[src/core/actuator_pkg.sv]
package actuator_pkg;

	localparam logic [7:0] ID_SWITCH = 8'h64;
	localparam logic [7:0] ID_RUN = 8'h65;
	localparam logic [7:0] ID_TARGET = 8'h66;
	localparam logic [7:0] ID_POSITION = 8'h67;
	localparam logic [7:0] ID_REACHED = 8'h68;
	localparam logic [7:0] ID_BAND = 8'h69;
	localparam logic [7:0] ID_HOLD = 8'h6A;
	localparam logic [7:0] ID_FRC_RETR = 8'h6D;
	localparam logic [7:0] ID_FRC_EXTD = 8'h6E;
	localparam logic [7:0] ID_RETR_GOAL = 8'h6F;
	localparam logic [7:0] ID_EXTD_GOAL = 8'h70;
	localparam logic [7:0] ID_RETR_FLAG = 8'h71;
	localparam logic [7:0] ID_EXTD_FLAG = 8'h72;
	localparam logic [7:0] ID_RETR_THR = 8'h73;
	localparam logic [7:0] ID_EXTD_THR = 8'h74;
	localparam logic [7:0] ID_FAULT = 8'h75;

	localparam logic signed [15:0] POS_MIN = 16'shFFCE;
	localparam logic signed [15:0] POS_MAX = 16'sh2742;
	localparam logic signed [15:0] POS_FULL = 16'sh2710;
	localparam logic signed [15:0] POS_ZERO = 16'sh0000;
	localparam logic signed [15:0] QUANT_STEP = 16'sh000A;

	localparam logic [15:0] BAND_MIN = 16'h000A;
	localparam logic [15:0] BAND_MAX = 16'h03E8;
	localparam logic [15:0] BAND_RESET = 16'h0032;
	localparam logic [7:0] HOLD_RESET = 8'h00;
	localparam logic signed [15:0] RETR_GOAL_RESET = 16'sh2710;
	localparam logic signed [15:0] EXTD_GOAL_RESET = 16'sh0000;
	localparam logic signed [15:0] RETR_THR_RESET = 16'sh2648;
	localparam logic signed [15:0] EXTD_THR_RESET = 16'sh00C8;
	localparam logic signed [15:0] TARGET_RESET = 16'sh0000;

	localparam int CLK_HZ = 50000000;
	localparam int HOLD_STEP_MS = 100;
	localparam int HOLD_STEP_CYCLES = CLK_HZ / 1000 * HOLD_STEP_MS;
	localparam int HOLD_CNT_W = 31;

	typedef struct packed {
		logic wr;
		logic rd;
		logic [7:0] id;
		logic [15:0] wdata;
	} attr_req_t;

	typedef struct packed {
		logic retract;
		logic extend;
	} motor_cmd_t;

	typedef enum logic [1:0] {
		SRC_STOP = 2'b00,
		SRC_TARGET = 2'b01,
		SRC_RETR = 2'b10,
		SRC_EXTD = 2'b11
	} src_t;

endpackage

[src/core/restart_hold.sv]
`timescale 1ns/1ps
module restart_hold #(
	parameter int STEP_CYCLES = actuator_pkg::HOLD_STEP_CYCLES
) (
	input wire logic clk,
	input wire logic reset,
	input wire logic stop_event,
	input wire logic [7:0] hold_time,
	output logic busy
);
	localparam int CW = actuator_pkg::HOLD_CNT_W;
	logic [CW-1:0] count_reg;

	// Load on the stop edge; a zero setting leaves the stem free at once
	always_ff @(posedge clk) begin
		if (reset) begin
			count_reg <= '0;
		end else if (stop_event) begin
			count_reg <= CW'(hold_time * STEP_CYCLES);
		end else if (count_reg != '0) begin
			count_reg <= count_reg - 1'b1;
		end
	end

	assign busy = (count_reg != '0);
endmodule

[src/core/actuator_position_command_logic.sv]
`timescale 1ns/1ps
module actuator_position_command_logic #(
	parameter int HOLD_STEP_CYCLES = actuator_pkg::HOLD_STEP_CYCLES
) (
	input wire logic MCLK,
	input wire logic RESET,
	input wire actuator_pkg::attr_req_t ATTR_REQ,
	input wire logic LOCAL_SW,
	input wire logic DIRECT_ACTION,
	input wire logic signed [15:0] STEM_POS,
	input wire logic MOTOR_DEADLOCK,
	input wire logic MEMORY_FAULT,
	output logic [15:0] ATTR_RDATA,
	output actuator_pkg::motor_cmd_t MOTOR_CMD,
	output logic ILLEGAL_INPUT
);
	logic run_reg;
	logic signed [15:0] target_reg;
	logic [15:0] band_reg;
	logic [7:0] hold_reg;
	logic frc_retr_reg;
	logic frc_extd_reg;
	logic signed [15:0] retr_goal_reg;
	logic signed [15:0] extd_goal_reg;
	logic signed [15:0] retr_thr_reg;
	logic signed [15:0] extd_thr_reg;
	logic illegal_reg;
	logic reached_reg;
	logic retr_flag_reg;
	logic extd_flag_reg;
	logic fault_reg;
	logic [15:0] rdata_reg;
	actuator_pkg::motor_cmd_t motor_reg;
	actuator_pkg::motor_cmd_t motor_next;
	actuator_pkg::src_t src;
	logic signed [15:0] setpoint;
	logic signed [16:0] err;
	logic [16:0] err_abs;
	logic in_band;
	logic wr_ok;
	logic stop_event;
	logic hold_busy;

	function automatic logic in_range(input logic signed [15:0] v,
		input logic signed [15:0] lo, input logic signed [15:0] hi);
		in_range = (v >= lo) && (v <= hi);
	endfunction

	function automatic logic wr_hit(input actuator_pkg::attr_req_t r, input logic [7:0] id);
		wr_hit = r.wr && (r.id == id);
	endfunction

	// Effective band width in 0.01%: odd tenths of a percent, 1..99 tenths
	function automatic logic [10:0] band_width(input logic [15:0] db);
		logic [15:0] tenths;
		tenths = db / 16'd10;
		if (tenths > 16'd99) begin
			tenths = 16'd99;
		end
		if (tenths[0] == 1'b0) begin
			tenths = (tenths == 16'd0) ? 16'd1 : tenths - 16'd1;
		end
		band_width = 11'(tenths * 16'd10);
	endfunction

	// Drop hundredths, truncating toward zero
	function automatic logic signed [15:0] quantize(input logic signed [15:0] v);
		quantize = v - (v % actuator_pkg::QUANT_STEP);
	endfunction

	assign wr_ok = ATTR_REQ.wr && !LOCAL_SW;

	always_ff @(posedge MCLK) begin
		if (RESET) begin
			run_reg <= 1'b0;
			frc_retr_reg <= 1'b0;
			frc_extd_reg <= 1'b0;
		end else if (wr_ok) begin
			if (ATTR_REQ.id == actuator_pkg::ID_RUN) begin
				run_reg <= ATTR_REQ.wdata[0];
			end
			if (ATTR_REQ.id == actuator_pkg::ID_FRC_RETR) begin
				frc_retr_reg <= ATTR_REQ.wdata[0];
			end
			if (ATTR_REQ.id == actuator_pkg::ID_FRC_EXTD) begin
				frc_extd_reg <= ATTR_REQ.wdata[0];
			end
		end
	end

	// Out-of-range target keeps the previous one but raises the illegal flag
	always_ff @(posedge MCLK) begin
		if (RESET) begin
			target_reg <= actuator_pkg::TARGET_RESET;
			illegal_reg <= 1'b0;
		end else if (wr_ok && wr_hit(ATTR_REQ, actuator_pkg::ID_TARGET)) begin
			if (in_range(ATTR_REQ.wdata, actuator_pkg::POS_MIN, actuator_pkg::POS_MAX)) begin
				target_reg <= quantize(ATTR_REQ.wdata);
				illegal_reg <= 1'b0;
			end else begin
				illegal_reg <= 1'b1;
			end
		end
	end

	// Band, goal and threshold settings outside their range are refused and the old value kept; hold takes the low byte of any write
	always_ff @(posedge MCLK) begin
		if (RESET) begin
			band_reg <= actuator_pkg::BAND_RESET;
			hold_reg <= actuator_pkg::HOLD_RESET;
			retr_goal_reg <= actuator_pkg::RETR_GOAL_RESET;
			extd_goal_reg <= actuator_pkg::EXTD_GOAL_RESET;
			retr_thr_reg <= actuator_pkg::RETR_THR_RESET;
			extd_thr_reg <= actuator_pkg::EXTD_THR_RESET;
		end else if (wr_ok) begin
			case (ATTR_REQ.id)
				actuator_pkg::ID_BAND: begin
					if (ATTR_REQ.wdata >= actuator_pkg::BAND_MIN &&
						ATTR_REQ.wdata <= actuator_pkg::BAND_MAX) begin
						band_reg <= ATTR_REQ.wdata;
					end
				end
				actuator_pkg::ID_HOLD: begin
					hold_reg <= ATTR_REQ.wdata[7:0];
				end
				actuator_pkg::ID_RETR_GOAL: begin
					if (in_range(ATTR_REQ.wdata, actuator_pkg::POS_ZERO, actuator_pkg::POS_MAX)) begin
						retr_goal_reg <= ATTR_REQ.wdata;
					end
				end
				actuator_pkg::ID_EXTD_GOAL: begin
					if (in_range(ATTR_REQ.wdata, actuator_pkg::POS_MIN, actuator_pkg::POS_FULL)) begin
						extd_goal_reg <= ATTR_REQ.wdata;
					end
				end
				actuator_pkg::ID_RETR_THR: begin
					if (in_range(ATTR_REQ.wdata, actuator_pkg::POS_ZERO, actuator_pkg::POS_MAX)) begin
						retr_thr_reg <= ATTR_REQ.wdata;
					end
				end
				actuator_pkg::ID_EXTD_THR: begin
					if (in_range(ATTR_REQ.wdata, actuator_pkg::POS_MIN, actuator_pkg::POS_FULL)) begin
						extd_thr_reg <= ATTR_REQ.wdata;
					end
				end
				default: begin
				end
			endcase
		end
	end

	// Local switch hands the stem to manual control, so the motor stays idle here
	always_comb begin
		if (LOCAL_SW || !run_reg) begin
			src = actuator_pkg::SRC_STOP;
		end else if (frc_retr_reg) begin
			src = actuator_pkg::SRC_RETR;
		end else if (frc_extd_reg) begin
			src = actuator_pkg::SRC_EXTD;
		end else begin
			src = actuator_pkg::SRC_TARGET;
		end
	end

	always_comb begin
		case (src)
			actuator_pkg::SRC_RETR: setpoint = retr_goal_reg;
			actuator_pkg::SRC_EXTD: setpoint = extd_goal_reg;
			actuator_pkg::SRC_TARGET: setpoint = DIRECT_ACTION ?
				16'(actuator_pkg::POS_FULL - target_reg) : target_reg;
			default: setpoint = STEM_POS;
		endcase
	end

	assign err = 17'(setpoint) - 17'(STEM_POS);
	assign err_abs = err[16] ? 17'(-err) : err;
	assign in_band = ({err_abs, 1'b0} <= 18'(band_width(band_reg)));

	always_comb begin
		motor_next = '0;
		if (src != actuator_pkg::SRC_STOP && !in_band && !hold_busy) begin
			motor_next.retract = err[16] ? 1'b0 : 1'b1;
			motor_next.extend = err[16];
		end
	end

	assign stop_event = (motor_reg != '0) && (motor_next == '0);

	always_ff @(posedge MCLK) begin
		if (RESET) begin
			motor_reg <= '0;
		end else begin
			motor_reg <= motor_next;
		end
	end

	always_ff @(posedge MCLK) begin
		if (RESET) begin
			reached_reg <= 1'b0;
			retr_flag_reg <= 1'b0;
			extd_flag_reg <= 1'b0;
			fault_reg <= 1'b0;
		end else begin
			reached_reg <= in_band;
			retr_flag_reg <= (STEM_POS > retr_thr_reg);
			extd_flag_reg <= (STEM_POS < extd_thr_reg);
			fault_reg <= MOTOR_DEADLOCK || illegal_reg || MEMORY_FAULT;
		end
	end

	always_ff @(posedge MCLK) begin
		if (RESET) begin
			rdata_reg <= 16'h0000;
		end else if (ATTR_REQ.rd) begin
			case (ATTR_REQ.id)
				actuator_pkg::ID_SWITCH: rdata_reg <= {15'h0000, LOCAL_SW};
				actuator_pkg::ID_RUN: rdata_reg <= {15'h0000, run_reg};
				actuator_pkg::ID_TARGET: rdata_reg <= target_reg;
				actuator_pkg::ID_POSITION: rdata_reg <= STEM_POS;
				actuator_pkg::ID_REACHED: rdata_reg <= {15'h0000, reached_reg};
				actuator_pkg::ID_BAND: rdata_reg <= band_reg;
				actuator_pkg::ID_HOLD: rdata_reg <= {8'h00, hold_reg};
				actuator_pkg::ID_RETR_GOAL: rdata_reg <= retr_goal_reg;
				actuator_pkg::ID_EXTD_GOAL: rdata_reg <= extd_goal_reg;
				actuator_pkg::ID_RETR_FLAG: rdata_reg <= {15'h0000, retr_flag_reg};
				actuator_pkg::ID_EXTD_FLAG: rdata_reg <= {15'h0000, extd_flag_reg};
				actuator_pkg::ID_RETR_THR: rdata_reg <= retr_thr_reg;
				actuator_pkg::ID_EXTD_THR: rdata_reg <= extd_thr_reg;
				actuator_pkg::ID_FAULT: rdata_reg <= {15'h0000, fault_reg};
				default: rdata_reg <= 16'h0000;
			endcase
		end
	end

	restart_hold #(
		.STEP_CYCLES(HOLD_STEP_CYCLES)
	) u_hold (
		.clk(MCLK),
		.reset(RESET),
		.stop_event(stop_event),
		.hold_time(hold_reg),
		.busy(hold_busy)
	);

	assign ATTR_RDATA = rdata_reg;
	assign MOTOR_CMD = motor_reg;
	assign ILLEGAL_INPUT = illegal_reg;
endmodule

[config.mk]
export PLATFORM = sky130hd
export DESIGN_NAME = actuator_position_command_logic
export DESIGN_NICKNAME = d
export VERILOG_FILES = /design/src/core/actuator_pkg.sv /design/src/core/restart_hold.sv /design/src/core/actuator_position_command_logic.sv
export SDC_FILE = /design/constraint.sdc
export NUM_CORES = 1
export LEC_CHECK = 0
export BUFFER_PORTS_ARGS = -buffer_cell sky130_fd_sc_hd__clkbuf_2
export CAP_MARGIN = 20
export CORE_ASPECT_RATIO = 1.2
export CORE_MARGIN = 1.5
export CORE_UTILIZATION = 65
export CTS_CLUSTER_SIZE = 40
export DETAILED_ROUTE_END_ITERATION = 8
export GPL_ROUTABILITY_DRIVEN = 0
export PLACE_DENSITY = 0.82
export SYNTH_ARGS = -nofsm -noshare
export SYNTH_HDL_FRONTEND = slang
export SYNTH_SLANG_ARGS = --single-unit
[constraint.sdc]
create_clock -name MCLK -period 19 [get_ports MCLK]
set_input_delay 0.95 -clock MCLK [delete_from_list [all_inputs] [get_ports MCLK]]
set_output_delay 0.95 -clock MCLK [all_outputs]
set_load 0.02 [all_outputs]
==> results.md <==
* **highest-delay cell along the critical path** sky130_fd_sc_hd__or3b_2
* **Internal Pwr Total** 915 uW
* **post-synthesis instance area** 16300 um^2
* **Worst Setup Path Type** in2reg
* **clk_lat worst skew** 440 ps
* **overflow left after global routing** 0
* **Clk network pwr share** 22.3%
* **pin count of the biggest net entering global routing** 76
* **final setup violation count** 0
* **cell types occupying the most area after synthesis** sky130_fd_sc_hd__dfxtp_1 20%, sky130_fd_sc_hd__ha_1 13%, sky130_fd_sc_hd__nor2_1 6.4%
* **violation count after the first detailed-route iteration** 1812
* **combined area of the multi-input logic cells** 12000 um^2
* **Data required, critical path** 19390 ps
* **Crit path buffers/inverters** 3
* **most common library cells after synthesis** 278 x sky130_fd_sc_hd__nor2_1, 167 x sky130_fd_sc_hd__inv_1, 165 x sky130_fd_sc_hd__ha_1
* **number of max-slew violations in the final report** 0
* **hold buffer count at cts** 0
* **post-place setup slack** 6920 ps
* **first element of the critical path** ATTR_REQ[0]
* **fillcell total** 1956
* **largest fanout on the critical path** 13
* **Sink Count** 160
* **Max rail drop VDD** 0.0777 mV
* **post-layout worst setup margin** 7170 ps
* **proportion of synthesized flip-flops having asynchronous set or reset** 0%
* **clk slew on worst S/H paths** 80 ps
* **layout cells sized above 1** 8.22%
* **boundary pin count** 67
* **total number of vias** 16400
* **clock buffer count from CTS** 17
* **CTS Root Cell** sky130_fd_sc_hd__clkbuf_16
* **biggest cell delay along the critical path** 570 ps
* **maximum clock frequency** 84.5 MHz
* **drt via density** 6.65
* **filler-free cell count of the finished design** 2467
* **synthesized area per cell** 7.63 um^2
* **areal power density over the cells** 93.4 nW/um^2
* **number of nets in the layout** 2363
* **TritonRoute pass-1 iters** 6
* **Top delay family on crit path** compound AO/OA/AOI/OAI gates
* **clock tree from TritonCTS** built
* **register area** 3200 um^2
* **total leakage power** 7.85 nW
* **Core Region** 24700 um^2
* **worst clock skew** 14.6 ps
* **Die X-Extent** 148 um
* **vias in the first global route** 15800
* **time the worst path needs with I/O delays and setup** 11830 ps
* **drc violations** 0
* **class of the tightest hold or removal check** reg2reg
* **switching power share of the total** 43.8%
* **sequential cell area fraction in the yosys report** 19.6%
* **Synth Warn #** 0
* **most repeated cell in the gate-level netlist after synthesis** sky130_fd_sc_hd__nor2_1
* **total half-perimeter wirelength after legalization and detailed placement** 34700 um
* **CTS resizes** 0
* **largest family of logic cells by synthesized area** compound AO/OA/AOI/OAI gates
* **switching pwr** 712 uW
* **Reg2Reg Launch Point** band_reg[11]$_SDFFE_PP0P_
* **area added between synthesis and finish** 6.62%
* **number of nets with antenna violations after routing** 0
* **status** finished clean
* **multiplexer fraction of the synthesized cell area** 6.67%
* **Buffers on Ports** 66
* **post-synthesis xor/xnor area fraction** 6.82%
* **library cells used by synthesis** 99
* **number of failing hold endpoints at the final stage** 0
* **total die area** 26100 um^2
* **most used flip-flop cell after synthesis** sky130_fd_sc_hd__dfxtp_1
* **effective utilization at floorplan** 66.2%
* **setup repair after global routing missed its margin** false
* **Synth Area in Simple Gates** 21.9%
* **arithmetic-cell share of the synthesized area counting full adders, half adders and majority gates** 15.6%
* **sequential share of power** 23.5%
* **number of flops mapped to enable cells by yosys** 0
* **global-route wire length before repair** 77800 um
* **worst hold start** ATTR_RDATA[13]$_SDFFE_PP0P_
* **H-tree level count** 4
* **cell count after synthesis** 2142
* **share of the clock period used by the worst path after layout** 62.3%
* **Tot Pwr** 1.63 mW
* **number of flip-flops in the largest register** 31
* **number of cells in the design after placement** 2432
* **max capacitance violation total** 0
* **slew at the pin with the worst max-slew slack** 1150 ps
* **number of cell rows** 63
* **aggregate routed wire length** 47800 um
* **worst slew margin relative to its limit** 22.6%
* **maximum number of buffers from clock root to sink** 2
* **number of setup buffers added after CTS** 0
* **average wire per standard cell** 19.4 um
* **Compound-Gate Fraction of Synth Area** 22.4%
* **kind of end point of the critical path** flop
* **combinational share of power** 54.2%
* **share of the synthesized area in the top cell type** 19.6%
* **most frequent CP cell** sky130_fd_sc_hd__a21o_1
* **overall global routing resource usage** 36.8%
* **total negative setup slack** 0 ps
* **crit start category** primary input
* **number of antenna violations at the first check in global routing** 1
* **post-synthesis sequential element count** 160
* **largest area contributor in the synthesized netlist** sky130_fd_sc_hd__dfxtp_1
* **Die Height** 177 um
* **CP arrival** 12220 ps
-- cell type report --
class | count | area share [%]
Antenna cell | 1 | 0.0144
Clock buffer | 17 | 2.44
Clock inverter | 15 | 1.20
Inverter | 169 | 3.64
Multi-Input combinational cell | 1693 | 69.1
Sequential cell | 160 | 18.4
Tap cell | 325 | 2.33
Timing Repair Buffer | 87 | 2.84
-- placed cells by master (no fill, tap or decap), types with 15 or more instances in the layout --
master / netlist / final
sky130_fd_sc_hd__nor2_1: 278 / 276
sky130_fd_sc_hd__inv_1: 167 / 167
sky130_fd_sc_hd__ha_1: 165 / 165
sky130_fd_sc_hd__dfxtp_1: 160 / 160
sky130_fd_sc_hd__nand2_1: 159 / 159
sky130_fd_sc_hd__a21oi_1: 133 / 133
sky130_fd_sc_hd__mux2i_1: 92 / 92
sky130_fd_sc_hd__o21ai_0: 89 / 89
sky130_fd_sc_hd__xnor2_1: 70 / 70
sky130_fd_sc_hd__clkbuf_2: 1 / 65
sky130_fd_sc_hd__nand3_1: 52 / 52
sky130_fd_sc_hd__xor2_1: 51 / 51
sky130_fd_sc_hd__nor3_1: 43 / 41
sky130_fd_sc_hd__nand2b_1: 35 / 35
sky130_fd_sc_hd__a211oi_1: 35 / 35
sky130_fd_sc_hd__and3_1: 32 / 32
sky130_fd_sc_hd__a221oi_1: 30 / 30
sky130_fd_sc_hd__a21o_1: 30 / 30
sky130_fd_sc_hd__nor2b_1: 27 / 27
sky130_fd_sc_hd__nand4_1: 24 / 24
sky130_fd_sc_hd__fa_1: 22 / 22
sky130_fd_sc_hd__a21boi_0: 21 / 21
sky130_fd_sc_hd__buf_4: 0 / 20
sky130_fd_sc_hd__nor4_1: 20 / 19
sky130_fd_sc_hd__clkbuf_16: 0 / 17
sky130_fd_sc_hd__or3_1: 16 / 16
sky130_fd_sc_hd__and2_1: 15 / 15
-- through the flow --
| step | area (um^2) | util, % | hold slack, ps |
|---|---|---|---|
| 3_5_place_dp | 16800 | 67.9 | 485 |
| 3_3_place_gp | 16800 | 67.9 | 482 |
| 6_report | 17400 | 70.6 | 500 |
| 4_1_cts | 17400 | 70.5 | 503 |
| 5_1_grt | 17400 | 70.6 | 522 |
| 2_1_floorplan | 16300 | - | 455 |
-- worst paths after layout --
path | to | slack [ps] | depth (start not counted)
setup / recovery | target_reg[15]$_SDFFE_PP0P_ | 7170 | 46
hold / removal | ATTR_RDATA[13]$_SDFFE_PP0P_ | 500 | 2
setup reg to reg | u_hold.count_reg[24]$_SDFFE_PP0P_ | 7430 | 43
hold reg to reg | ATTR_RDATA[13]$_SDFFE_PP0P_ | 500 | 2
-- logic make-up after synthesis --
logic type	Yosys count
AO/OA/AOI/OAI	518
XOR/XNOR	124
adder cells (fa/ha/maj)	191
buffers and inverters	290
flip-flops	160
multiplexers	105
other	2
AND/OR/NAND/NOR	752
-- metal layers --
| metal | up-vias | track usage, % | wire length [um] |
|---|---|---|---|
| li1 | 7609 | - | - |
| met5 | - | 0 | 0 |
| met2 | 889 | 63.2 | 22900 |
| met3 | 206 | 6.08 | 4040 |
| met1 | 7696 | 43.3 | 18100 |
| met4 | 0 | 21.2 | 2690 |
-- tightest hold or removal path, delay by kind of cell (launching register included) --
kind            cells  cell delay (ps)
flops               1              320
simple gates        1               80
compound gates      1               60
-- power groups by stage --
stage,Clock (mW),Combinational [mW],Sequential [mW]
floorplan,0,0.714,0.386
global placement,0,0.831,0.387
detailed placement,0,0.860,0.389
CTS,0.362,0.868,0.381
global route,0.375,0.977,0.385
finish,0.363,0.883,0.382
(Power assumes the default switching activity.)
